### config.mk
export PLATFORM = sky130hd
export DESIGN_NAME = tss_trigger_sweep
export DESIGN_NICKNAME = d
export VERILOG_FILES = /design/src/rtl/tss_pkg.sv /design/src/rtl/tss_trigger_sweep.sv
export SDC_FILE = /design/constraint.sdc
export NUM_CORES = 1
export LEC_CHECK = 0
export BUFFER_PORTS_ARGS = -buffer_cell sky130_fd_sc_hd__buf_2
export CAP_MARGIN = 20
export CORE_ASPECT_RATIO = 1.4
export CORE_UTILIZATION = 25
export CTS_CLUSTER_DIAMETER = 30
export DETAILED_ROUTE_END_ITERATION = 8
export PLACE_DENSITY = 0.54
export SLEW_MARGIN = 20
export SYNTH_ARGS = -nofsm -noshare
export SYNTH_HDL_FRONTEND = slang
export SYNTH_SLANG_ARGS = --single-unit
### constraint.sdc
create_clock -name sys_clk -period 2.9 [get_ports sys_clk]
set_clock_uncertainty 0.15 [all_clocks]
set_input_delay 0.145 -clock sys_clk [delete_from_list [all_inputs] [get_ports sys_clk]]
set_output_delay 0.145 -clock sys_clk [all_outputs]
set_load 0.01 [all_outputs]
### src/rtl/tss_pkg.sv
// Constants for the trigger and sweep sequencer: register map, field
// positions, reset values and the mode, source and command encodings.
// Assumes a 32-bit AXI4-Lite register bus with byte addresses.
`default_nettype none
package tss_pkg;
   // ==========================================================
   // Register byte offsets
   localparam logic [7:0] OFS_CTRL   = 8'h00;
   localparam logic [7:0] OFS_CMD    = 8'h04;
   localparam logic [7:0] OFS_DISP   = 8'h08;
   localparam logic [7:0] OFS_MODE   = 8'h0C;
   localparam logic [7:0] OFS_PORTS  = 8'h10;
   localparam logic [7:0] OFS_STATUS = 8'h14;
   // ==========================================================
   // Field positions
   localparam int CMD_BUS_TRG  = 0;  // Remote trigger command
   localparam int CMD_RESTART  = 1;  // Abort the running sweep
   localparam int CMD_HOLD_ALL = 2;  // Every channel to hold
   localparam int CMD_CONT_DSP = 3;  // Displayed channels to continuous
   localparam int PORTS_CAL_LSB = 4; // Calibrated port mask
   localparam int ST_BUSY      = 0;
   localparam int ST_CHAN_LSB  = 4;
   localparam int ST_PORT_LSB  = 8;
   localparam int ST_INIT_LSB  = 16;
   // ==========================================================
   // Reset values
   localparam logic [31:0] RST_DISP  = 32'h0000_0001;
   localparam logic [31:0] RST_MODE  = 32'h0000_0000;
   localparam logic [3:0]  RST_NEED  = 4'h3;
   localparam logic [1:0]  RESP_OK   = 2'h0;
   localparam logic [1:0]  RESP_ERR  = 2'h2;
   // ==========================================================
   // Encodings
   typedef enum logic [1:0] {
      SRC_INT, SRC_EXT, SRC_MAN, SRC_BUS
   } tss_src_t;
   localparam logic [1:0] MODE_HOLD   = 2'h0;
   localparam logic [1:0] MODE_SINGLE = 2'h1;
   localparam logic [1:0] MODE_CONT   = 2'h2;
endpackage : tss_pkg
`default_nettype wire

### src/rtl/tss_trigger_sweep.sv
// Trigger and sweep sequencer: trigger source selection, per-channel
// trigger modes and the channel/port sweep order, behind AXI4-Lite.
// Assumes all inputs synchronous to sys_clk; the measurement engine
// answers each meas_req_q with a one-cycle meas_done.
// How it works
// RULE1 - One source; sweep initiated channels ascending
// RULE2 - Sweep decision ignores display state
// RULE3 - Skip stimulus ports no trace needs
// RULE4 - Stimulus ports one at a time ascending
// RULE5 - Calibrated traces refresh after last calibrated port
// RULE6 - Four sources, exactly one selected
// RULE7 - Internal source retriggers after each sweep
// RULE8 - Internal source starts triggering at once
// RULE9 - External source uses the trigger input
// RULE10 - Manual source triggers per key press
// RULE11 - Bus source triggers per remote command
// RULE12 - Each channel has its own mode
// RULE13 - Hold channel is idle, never swept
// RULE14 - Single sweeps once then goes idle
// RULE15 - Continuous stays initiated after sweep
// RULE16 - Group command sets all channels hold
// RULE17 - Group command: displayed channels continuous
// RULE18 - Restart aborts a running sweep at once
// RULE19 - Triggers ignored while a sweep runs
//
// Register access over AXI4-Lite and the register offsets are this design's own decisions.
`default_nettype none
module tss_trigger_sweep #(
   parameter int NCH   = 16,
   parameter int NPORT = 4
) (
   input  wire logic        sys_clk,
   input  wire logic        sys_rst,
   input  wire logic        ext_trig,
   input  wire logic        trig_key,
   input  wire logic        meas_done,
   output var  logic        meas_req_q,
   output var  logic [3:0]  meas_chan_q,
   output var  logic [1:0]  meas_port_q,
   output var  logic [3:0]  upd_q,
   output var  logic        trig_q,
   input  wire logic [7:0]  s_axi_awaddr,
   input  wire logic        s_axi_awvalid,
   output var  logic        s_axi_awready,
   input  wire logic [31:0] s_axi_wdata,
   input  wire logic [3:0]  s_axi_wstrb,
   input  wire logic        s_axi_wvalid,
   output var  logic        s_axi_wready,
   output var  logic [1:0]  s_axi_bresp,
   output var  logic        s_axi_bvalid,
   input  wire logic        s_axi_bready,
   input  wire logic [7:0]  s_axi_araddr,
   input  wire logic        s_axi_arvalid,
   output var  logic        s_axi_arready,
   output var  logic [31:0] s_axi_rdata,
   output var  logic [1:0]  s_axi_rresp,
   output var  logic        s_axi_rvalid,
   input  wire logic        s_axi_rready
);
   // Elaboration check: status fields hold 16 channels and 4 ports
   if (NCH < 1 || NCH > 16 || NPORT < 1 || NPORT > 4)
   begin : g_param_chk
      $error("tss_trigger_sweep: NCH 1..16, NPORT 1..4");
   end

   // ==========================================================
   // Functions
   // Lowest set bit at or above start; bit 5 flags a hit
   function automatic logic [5:0] find_next(input logic [31:0] v,
                                            input logic [4:0] start);
      logic [5:0] r;
      r = 6'h00;
      for (int i = 31; i >= 0; i--)
      begin
         if (v[i] && i >= int'(start))
            r = {1'b1, 5'(i)};
      end
      return r;
   endfunction : find_next

   // Byte-lane merge of a write into a stored word
   function automatic logic [31:0] merge(input logic [31:0] old,
                                         input logic [31:0] nw,
                                         input logic [3:0] strb);
      logic [31:0] r;
      r = old;
      for (int b = 0; b < 4; b++)
      begin
         if (strb[b])
            r[8*b +: 8] = nw[8*b +: 8];
      end
      return r;
   endfunction : merge

   // ==========================================================
   // Bus write side
   logic       aw_got_q, w_got_q;
   logic [7:0] awaddr_q;
   logic [31:0] wdata_q;
   logic [3:0] wstrb_q;
   logic       wr_fire;
   assign wr_fire = aw_got_q && w_got_q && !s_axi_bvalid;

   // Address and data taken in either order, response after both
   always_ff @(posedge sys_clk)
   begin
      if (sys_rst)
      begin
         aw_got_q      <= 1'b0;
         w_got_q       <= 1'b0;
         awaddr_q      <= 8'h00;
         wdata_q       <= 32'h0000_0000;
         wstrb_q       <= 4'h0;
         s_axi_awready <= 1'b0;
         s_axi_wready  <= 1'b0;
         s_axi_bvalid  <= 1'b0;
         s_axi_bresp   <= tss_pkg::RESP_OK;
      end
      else
      begin
         s_axi_awready <= s_axi_awvalid && !s_axi_awready && !aw_got_q
                          && !s_axi_bvalid;
         s_axi_wready  <= s_axi_wvalid && !s_axi_wready && !w_got_q
                          && !s_axi_bvalid;
         if (s_axi_awvalid && s_axi_awready)
         begin
            aw_got_q <= 1'b1;
            awaddr_q <= s_axi_awaddr;
         end
         if (s_axi_wvalid && s_axi_wready)
         begin
            w_got_q <= 1'b1;
            wdata_q <= s_axi_wdata;
            wstrb_q <= s_axi_wstrb;
         end
         if (wr_fire)
         begin
            aw_got_q     <= 1'b0;
            w_got_q      <= 1'b0;
            s_axi_bvalid <= 1'b1;
            s_axi_bresp  <= (awaddr_q <= tss_pkg::OFS_STATUS &&
                             awaddr_q[1:0] == 2'h0) ?
                            tss_pkg::RESP_OK : tss_pkg::RESP_ERR;
         end
         else if (s_axi_bready)
            s_axi_bvalid <= 1'b0;
      end
   end

   // ==========================================================
   // Configuration registers
   tss_pkg::tss_src_t src_q;
   logic [NCH-1:0]    disp_q;
   logic [2*NCH-1:0]  mode_q;
   logic [NPORT-1:0]  need_q, cal_q;
   logic wr_ctrl, wr_mode, wr_cmd, wr_ports, wr_disp;
   logic bus_trg, restart, hold_all, cont_dsp;
   logic [31:0] mode_m;
   assign wr_ctrl  = wr_fire && awaddr_q == tss_pkg::OFS_CTRL;
   assign wr_cmd   = wr_fire && awaddr_q == tss_pkg::OFS_CMD && wstrb_q[0];
   assign wr_disp  = wr_fire && awaddr_q == tss_pkg::OFS_DISP;
   assign wr_mode  = wr_fire && awaddr_q == tss_pkg::OFS_MODE;
   assign wr_ports = wr_fire && awaddr_q == tss_pkg::OFS_PORTS;
   assign bus_trg  = wr_cmd && wdata_q[tss_pkg::CMD_BUS_TRG];
   assign restart  = wr_cmd && wdata_q[tss_pkg::CMD_RESTART];
   assign hold_all = wr_cmd && wdata_q[tss_pkg::CMD_HOLD_ALL];
   assign cont_dsp = wr_cmd && wdata_q[tss_pkg::CMD_CONT_DSP];
   assign mode_m   = merge(32'(mode_q), wdata_q, wstrb_q);

   // One source register, so exactly one source is in effect
   always_ff @(posedge sys_clk)
   begin
      if (sys_rst)
      begin
         src_q  <= tss_pkg::SRC_INT;
         disp_q <= NCH'(tss_pkg::RST_DISP);
         need_q <= NPORT'(tss_pkg::RST_NEED);
         cal_q  <= '0;
      end
      else
      begin
         if (wr_ctrl && wstrb_q[0])
            src_q <= tss_pkg::tss_src_t'(wdata_q[1:0]); // see RULE6
         if (wr_disp)
            disp_q <= NCH'(merge(32'(disp_q), wdata_q, wstrb_q));
         if (wr_ports && wstrb_q[0])
         begin
            need_q <= wdata_q[NPORT-1:0];
            cal_q  <= wdata_q[tss_pkg::PORTS_CAL_LSB +: NPORT];
         end
      end
   end

   // ==========================================================
   // Sweep sequencer
   typedef enum logic [1:0] {S_IDLE, S_CHAN, S_PORT, S_MEAS} tss_st_t;
   tss_st_t    st_q;
   logic [4:0] ch_q;
   logic [2:0] port_q;
   logic [NCH-1:0] init_v;
   logic ext_prev_q, key_prev_q, ext_rise, key_rise, trig_d;
   logic [5:0] ch_hit, port_hit;
   logic ch_done;
   logic [3:0] upd_d;

   // Initiate state comes from the mode alone, never from the display
   always_comb
   begin
      for (int c = 0; c < NCH; c++)
         init_v[c] = mode_q[2*c +: 2] != tss_pkg::MODE_HOLD; // see RULE2
   end

   assign ext_rise = ext_trig && !ext_prev_q;
   assign key_rise = trig_key && !key_prev_q;
   assign ch_hit   = find_next(32'(init_v), ch_q);            // see RULE1
   assign port_hit = find_next(32'(need_q), 5'(port_q));      // see RULE3
   assign ch_done  = st_q == S_PORT && !port_hit[5];

   // Only an idle sequencer accepts the selected source
   always_comb
   begin
      trig_d = 1'b0;
      if (st_q == S_IDLE && !restart)                         // see RULE19
      begin
         unique case (src_q)
            tss_pkg::SRC_INT: trig_d = 1'b1;           // see RULE7 RULE8
            tss_pkg::SRC_EXT: trig_d = ext_rise;              // see RULE9
            tss_pkg::SRC_MAN: trig_d = key_rise;              // see RULE10
            tss_pkg::SRC_BUS: trig_d = bus_trg;               // see RULE11
         endcase
      end
   end

   // Refresh mask: calibrated ports wait for the last of them
   always_comb
   begin
      upd_d = 4'(1 << meas_port_q);                           // see RULE4
      if (cal_q[meas_port_q])
      begin
         // Three-bit shift count: the last port must not wrap to zero
         if ((4'(cal_q) >> ({1'b0, meas_port_q} + 3'h1)) == 4'h0) // see RULE5
            upd_d = 4'(cal_q);
         else
            upd_d = 4'h0;
      end
   end

   // Input edge history
   always_ff @(posedge sys_clk)
   begin
      if (sys_rst)
      begin
         ext_prev_q <= 1'b0;
         key_prev_q <= 1'b0;
      end
      else
      begin
         ext_prev_q <= ext_trig;
         key_prev_q <= trig_key;
      end
   end

   // Channel then port walk; restart wins over everything
   always_ff @(posedge sys_clk)
   begin
      if (sys_rst)
      begin
         st_q        <= S_IDLE;
         ch_q        <= 5'h00;
         port_q      <= 3'h0;
         meas_req_q  <= 1'b0;
         meas_chan_q <= 4'h0;
         meas_port_q <= 2'h0;
         upd_q       <= 4'h0;
         trig_q      <= 1'b0;
      end
      else
      begin
         trig_q <= trig_d;
         upd_q  <= 4'h0;
         if (restart)
         begin
            st_q       <= S_IDLE;                            // see RULE18
            meas_req_q <= 1'b0;
         end
         else
         begin
            unique case (st_q)
               S_IDLE:
                  if (trig_d)
                  begin
                     st_q <= S_CHAN;
                     ch_q <= 5'h00;
                  end
               S_CHAN:
                  if (ch_hit[5] && int'(ch_hit[4:0]) < NCH)  // see RULE13
                  begin
                     ch_q   <= ch_hit[4:0];
                     port_q <= 3'h0;
                     st_q   <= S_PORT;
                  end
                  else
                     st_q <= S_IDLE;
               S_PORT:
                  if (port_hit[5] && int'(port_hit[4:0]) < NPORT)
                  begin
                     meas_req_q  <= 1'b1;
                     meas_chan_q <= ch_q[3:0];
                     meas_port_q <= port_hit[1:0];
                     st_q        <= S_MEAS;
                  end
                  else
                  begin
                     ch_q <= ch_q + 5'h01;                   // see RULE1
                     st_q <= (int'(ch_q) == NCH - 1) ? S_IDLE : S_CHAN;
                  end
               S_MEAS:
                  if (meas_done)
                  begin
                     meas_req_q <= 1'b0;
                     upd_q      <= upd_d;
                     port_q     <= {1'b0, meas_port_q} + 3'h1;  // see RULE4
                     st_q       <= S_PORT;
                  end
            endcase
         end
      end
   end

   // Trigger modes; a software write beats the automatic return to idle
   always_ff @(posedge sys_clk)
   begin
      if (sys_rst)
         mode_q <= (2*NCH)'(tss_pkg::RST_MODE);
      else if (wr_mode)
         mode_q <= mode_m[2*NCH-1:0];                        // see RULE12
      else if (hold_all)
         mode_q <= '0;                                       // see RULE16
      else
      begin
         for (int c = 0; c < NCH; c++)
         begin
            if (cont_dsp && disp_q[c])
               mode_q[2*c +: 2] <= tss_pkg::MODE_CONT;       // see RULE17
            else if (ch_done && !restart && int'(ch_q) == c &&
                     mode_q[2*c +: 2] == tss_pkg::MODE_SINGLE)  // see RULE15
               mode_q[2*c +: 2] <= tss_pkg::MODE_HOLD;       // see RULE14
         end
      end
   end

   // ==========================================================
   // Bus read side
   always_ff @(posedge sys_clk)
   begin
      if (sys_rst)
      begin
         s_axi_arready <= 1'b0;
         s_axi_rvalid  <= 1'b0;
         s_axi_rdata   <= 32'h0000_0000;
         s_axi_rresp   <= tss_pkg::RESP_OK;
      end
      else
      begin
         s_axi_arready <= s_axi_arvalid && !s_axi_arready && !s_axi_rvalid;
         if (s_axi_arvalid && s_axi_arready)
         begin
            s_axi_rvalid <= 1'b1;
            s_axi_rresp  <= tss_pkg::RESP_OK;
            s_axi_rdata  <= 32'h0000_0000;
            unique case (s_axi_araddr)
               tss_pkg::OFS_CTRL:  s_axi_rdata <= 32'(src_q);
               tss_pkg::OFS_CMD:   s_axi_rdata <= 32'h0000_0000;
               tss_pkg::OFS_DISP:  s_axi_rdata <= 32'(disp_q);
               tss_pkg::OFS_MODE:  s_axi_rdata <= 32'(mode_q);
               tss_pkg::OFS_PORTS:
                  s_axi_rdata <= 32'({cal_q, 4'(need_q)});
               tss_pkg::OFS_STATUS:
               begin
                  s_axi_rdata[tss_pkg::ST_BUSY] <= st_q != S_IDLE;
                  s_axi_rdata[tss_pkg::ST_CHAN_LSB +: 4] <= meas_chan_q;
                  s_axi_rdata[tss_pkg::ST_PORT_LSB +: 2] <= meas_port_q;
                  s_axi_rdata[tss_pkg::ST_INIT_LSB +: NCH] <= init_v;
               end
               default: s_axi_rresp <= tss_pkg::RESP_ERR;
            endcase
         end
         else if (s_axi_rready)
            s_axi_rvalid <= 1'b0;
      end
   end

   logic go;
   logic [3:0] last_ch_q;
   logic [1:0] last_pt_q;
   logic       seen_q;
   assign go = st_q == S_PORT && port_hit[5] && int'(port_hit[4:0]) < NPORT
               && !restart;
   // History of the previous measurement in this sequence
   always_ff @(posedge sys_clk)
   begin
      if (sys_rst || trig_d)
         seen_q <= 1'b0;
      else if (go)
      begin
         seen_q    <= 1'b1;
         last_ch_q <= ch_q[3:0];
         last_pt_q <= port_hit[1:0];
      end
   end
endmodule : tss_trigger_sweep
`default_nettype wire

; Word-level counts from Yosys, hierarchy flattened
; Index checks and enable logic that the tools add are counted.
[classes]
shift = 2
magnitude_cmp = 24
n_reduce_logical = 184
mux = 91
n_eq_ne = 55
bitwise_logic = 3
add_sub_neg = 2
[op_table]
columns = operator, n
row1 = two-way mux 6 bit, 20
row2 = logical AND 1 bit, 101
row3 = two-way mux 2 bit, 38
row4 = two-way mux 32 bit, 2
row5 = nonzero test 4 bit, 16
row6 = nonzero test 2 bit, 21
row7 = == test 5 bit (second input constant), 8
row8 = >= comparator 4 x 5 -> 1 bit (first input constant), 8
row9 = AND reduction 2 bit, 19
row10 = == test 2 x 1 -> 1 bit (second input constant), 18
row11 = == test 8 x 4 -> 1 bit (second input constant), 4
row12 = two-way mux 8 bit, 4
row13 = case mux 16 bit (2 select lines), 1
row14 = == test 8 x 5 -> 1 bit (second input constant), 3
row15 = case mux 6 bit (4 select lines), 1
row16 = == test 5 x 4 -> 1 bit (second input constant), 4
row17 = >= comparator 3 x 5 -> 1 bit (first input constant), 4
row18 = == test 8 x 3 -> 1 bit (second input constant), 2
row19 = logical NOT 8 bit, 2
row20 = != test 2 bit (second input constant), 8
row21 = two-way mux 5 bit, 3
row22 = case mux 5 bit (3 select lines), 1
row23 = case mux 3 bit (4 select lines), 1
row24 = case mux 6 bit (2 select lines), 1
row25 = 37 further kinds, 71
[word_totals]
wordCells = 405
ff_bits = 169
output_inout_bits = 53

; Longest topological paths before layout
[logic_depth]
ltp_word = 22
mapped_depth = 10
mapped_depth_nobuf = 8

; Worst setup path before layout
; Ideal clock, no wire load.
[synth_timing]
path_kind = register to register
startpoint = register ch_q[0]
endpoint = register st_q[1]
n_path_buf = 1
path_slack_ps = 65
setup_ps = 125
required_ps = 2625
arrival_ps = 2560
path_stages_with_launch = 10
path_cell_list = dfxtp_1 -> inv_1 -> ha_1 -> and3b_1 -> clkbuf_1 -> a311oi_1 -> or3_1 -> or4b_2 -> a211oi_1 -> o21ai_0
[synth_via]
elab_chain_len = 22
[synth_lines]
columns = element, line_no
row1 = "start, declared", tss_trigger_sweep.sv:198  ; logic [4:0] ch_q;
row2 = "start signal, assigned", tss_trigger_sweep.sv:298  ; ch_q <= ch_hit[4:0];
row3 = "start signal, assigned", tss_trigger_sweep.sv:314  ; ch_q <= ch_q + 5'h01;
row4 = >= comparator 4 x 5 -> 1 bit, tss_trigger_sweep.sv:75  ; if (v[i] && i >= int'(start))
row5 = logical AND 1 bit, tss_trigger_sweep.sv:75
row6 = two-way mux 6 bit (15 in series), tss_trigger_sweep.sv:75
row7 = two-way mux 6 bit (*), tss_trigger_sweep.sv:75
row8 = less-than comparator 5 bit, tss_trigger_sweep.sv:296  ; if (ch_hit[5] && int'(ch_hit[4:0]) < NCH)
row9 = logical AND 1 bit (*), tss_trigger_sweep.sv:296
row10 = two-way mux 2 bit (*), tss_trigger_sweep.sv:296
row11 = case mux 2 bit (4 select lines) (*), tss_trigger_sweep.sv:288  ; unique case (st_q)
row12 = "end signal, assigned", tss_trigger_sweep.sv:315  ; st_q <= (int'(ch_q) == NCH - 1) ? S_IDLE : S_CHAN;
row13 = "end, declared", tss_trigger_sweep.sv:197  ; tss_st_t st_q;
; Every way passes the cells marked *; elsewhere a longest branch is shown, timed or not.
; A chain may end at the register's enable or synchronous reset.

; Worst setup path after layout
[layout_timing]
startpoint = register ch_q[4]
endpoint = register mode_q[5]
[layout_via]
elab_chain_len = 5
[layout_lines]
columns = element, line_no
row1 = == test 5 x 3 -> 1 bit, tss_trigger_sweep.sv:345  ; else if (ch_done && !restart && int'(ch_q) == c &&
row2 = logical AND 1 bit (2 in series), tss_trigger_sweep.sv:345
row3 = nonzero test 4 bit (no line), n/a
row4 = AND reduction 2 bit (no line), n/a
row5 = "end signal, assigned", tss_trigger_sweep.sv:336  ; mode_q <= mode_m[2*NCH-1:0];
row6 = "end signal, assigned by index", tss_trigger_sweep.sv:344  ; mode_q[2*c +: 2] <= tss_pkg::MODE_CONT;
row7 = "end signal, assigned by index", tss_trigger_sweep.sv:347  ; mode_q[2*c +: 2] <= tss_pkg::MODE_HOLD;
row8 = "end, declared", tss_trigger_sweep.sv:154  ; logic [2*NCH-1:0] mode_q;
; No other way between the ends.

==> reports/qor.csv <==
metric,value,unit
outcome,completed,
core_area,33100,µm²
antenna_cells,0,
drv_slew,0,
place_area,9800,µm²
cp_slowest_cell,nor2_1,
place.gp.congestion,0.921,
dr.pass1.iters,5,
power_density,459,nW/µm²
cts_root_buffer,clkbuf_16,
cts_buffers,17,
vias,8571,
antenna_found_initial,0,
grt_pass1_vias,8283,
h-tree-depth,4,
grt_pass1_wl,46300,µm
track_usage,17.8,%
syn_to_final_growth,31.5,%
clock-sinks,167,
p_leak,4.04,nW
antenna_left,0,
syn_area,8390,µm²
yosysSeqAreaShare,39.8,%
p_seq_share,46.8,%
die_w,157,µm
worstSetupEndpointType,flop,
numPortBuffers,112,
synth-edff-count,0,
cts.path.max_buffers,2,
finalWirelength,30000,µm
start_kind,flop,
post_drt_wl_per_cell,17.8,µm
yosys_warnings,0,
grt_overflow,0,
initial_core_util,25.3,%
clk_latency,460,ps
synthCells,1028,
final_area,11000,µm²
max_cap_viol_count,0,
p_int,3.84,mW
combPwrFrac,7.4,%
cts_tree,yes,
max-slew-margin-rel,47.9,%
ys_ff_latch,167,
ys_types,79,
fin_crit,2780,ps
post-cts-setup-buffer-count,0,
async_reset_ff_share,0,%
drive_above_1_share,20.4,%
path_cells,or2_2 -> nor2_1 -> o31ai_4 -> or3_1 -> a222oi_1 -> nor3_1,
final.period_utilization,95.8,%
hold_viol_final,0,
setup_tns,0,ps
finalSetupViolCount,0,
final_common_cell,dfxtp_1,
row_count,79,
pwr-share-clk,45.8,%
p_sw_share,24.2,%
ios,115,
ys.flop_type,dfxtp_1,
initialDrtViolationCount,683,
drc_errors,0,
crit_required,3070,ps
p_switching,1.23,mW
clk_transition_reported_paths,70,ps
ir_drop,0.443,mV
arrival,2940,ps
fin_nets,1300,
die_h,219,µm
grt_max_degree,63,
cp_max_fo,8,
via_per_inst,5.09,
tightest_slew,779,ps
fmax,0.360,GHz
min_path_type,primary input to flop,
critPathMaxStageDelay,610,ps
crit_type,flop to flop,
dpl.hpwl,22800,µm
rsz0062_at_grt,false,
layout_common_cells,"dfxtp_1 (167), nand2_1 (150), buf_2 (111), nor2_1 (102), a21oi_1 (100)",
syn_area_per_cell,8.16,µm²
die-area,34300,µm²
Yosys cell counts, drive strengths merged, types with 4 or more instances:
master / instances / area, µm²
inv: 19 / 71.3
mux2: 5 / 56.3
o211ai: 27 / 208
nand2: 150 / 563
a21o: 16 / 120
a2bb2oi: 9 / 78.8
nor2: 103 / 394
a22oi: 9 / 67.6
mux2i: 35 / 350
a222oi: 14 / 140
a311oi: 7 / 61.3
buf: 23 / 141
and3: 5 / 31.3
and2: 10 / 62.6
o21ai: 37 / 185
nor2b: 4 / 25.0
dfxtp: 167 / 3340
ha: 13 / 163
nor4: 17 / 134
or4: 8 / 60.1
a221oi: 7 / 61.3
nand3b: 13 / 101
nand2b: 9 / 56.3
clkbuf: 49 / 184
o31ai: 8 / 73.8
a211oi: 16 / 120
or4b: 6 / 63.8
or3: 7 / 48.8
nand3: 37 / 185
nor4b: 5 / 58.8
nor3: 35 / 205
o31a: 4 / 35.0
a21oi: 101 / 509
a22o: 7 / 61.3
metrics by stage:
stage / instances / hold WS (ps) / setup WS (ps) / power (mW) / utilization, %
after floorplan: 1029 / 120 / 64.9 / 2.60 / -
after global placement: 1589 / 216 / 87.4 / 2.74 / 29.6
after detailed placement: 1589 / 226 / 60.6 / 2.74 / 29.6
after CTS: 1683 / 15.7 / 22.9 / 5.13 / 33.3
after global routing: 1683 / 34.0 / 4.17 / 5.25 / 33.3
final: 1683 / 0.558 / 121 / 5.07 / 33.3
worst max-delay path: cells and delay by family, from the launching register on:
kind | cells | cell delay (ps)
and+or+nand+nor | 4 | 1520
DFF | 1 | 430
AOI/OAI and AO/OA | 2 | 530
routing by layer:
metal  vias up  track usage, %  share of wire (%)
met2       242            32.0                 51
met4         0            10.4                4.7
met5         -               0                  0
li1       4160               -                  -
met3        80            2.59                3.5
met1      4089            19.9                 41
power groups by stage:
stage                     clock, mW  sequential [mW]  combinational [mW]
after detailed placement          0             2.43               0.317
final                          2.32             2.37               0.376
after floorplan                   0             2.42               0.179
after CTS                      2.38             2.37               0.377
after global routing           2.46             2.38               0.414
after global placement            0             2.43               0.315
worst paths after layout:
| check | endpoint | slack [ps] | cells past startpoint | startpoint |
|---|---|---|---|---|
| max | mode_q[5] | 120 | 6 | ch_q[4] |
| min reg2reg | s_axi_rdata[31] | 310 | 2 | s_axi_rdata[31] |
| max reg2reg | mode_q[5] | 120 | 6 | ch_q[4] |
| min | s_axi_rdata[9] | 0.6 | 2 | sys_rst |
cells by family after synthesis:
kind of cell / Yosys count / synth area share [%]
AND/OR/NAND/NOR: 422 / 24.9
AO/OA/AOI/OAI: 292 / 23.5
flip-flops: 167 / 39.8
buffers and inverters: 91 / 4.73
multiplexers: 40 / 4.84
adder cells (fa/ha/maj): 13 / 1.94
XOR/XNOR: 2 / 0.209
other: 1 / 0.0447
registers in the layout, summed over array words and instances, names as in the netlist, 5 cells and up:
register	cells
awaddr_q	8
ch_q	5
disp_q	16
mode_q	32
s_axi_rdata	32
wdata_q	32
cell type report:
cell class	count	area (µm²)
repair buffers	249	1780
clock inverters	10	119
clock buffers	22	474
multi-input cells	771	4690
well taps	445	557
flip-flops and latches	167	3340
fillers	3501	22100
inverters	19	71.3
repair_timing:
item                                   CTS  global route
setup endpoints to repair                0            20
endpoints found under the hold margin   58             0
resized for setup                        0             6
hold buffers                            62             0
Note: power is estimated with default switching activity, not from simulation.
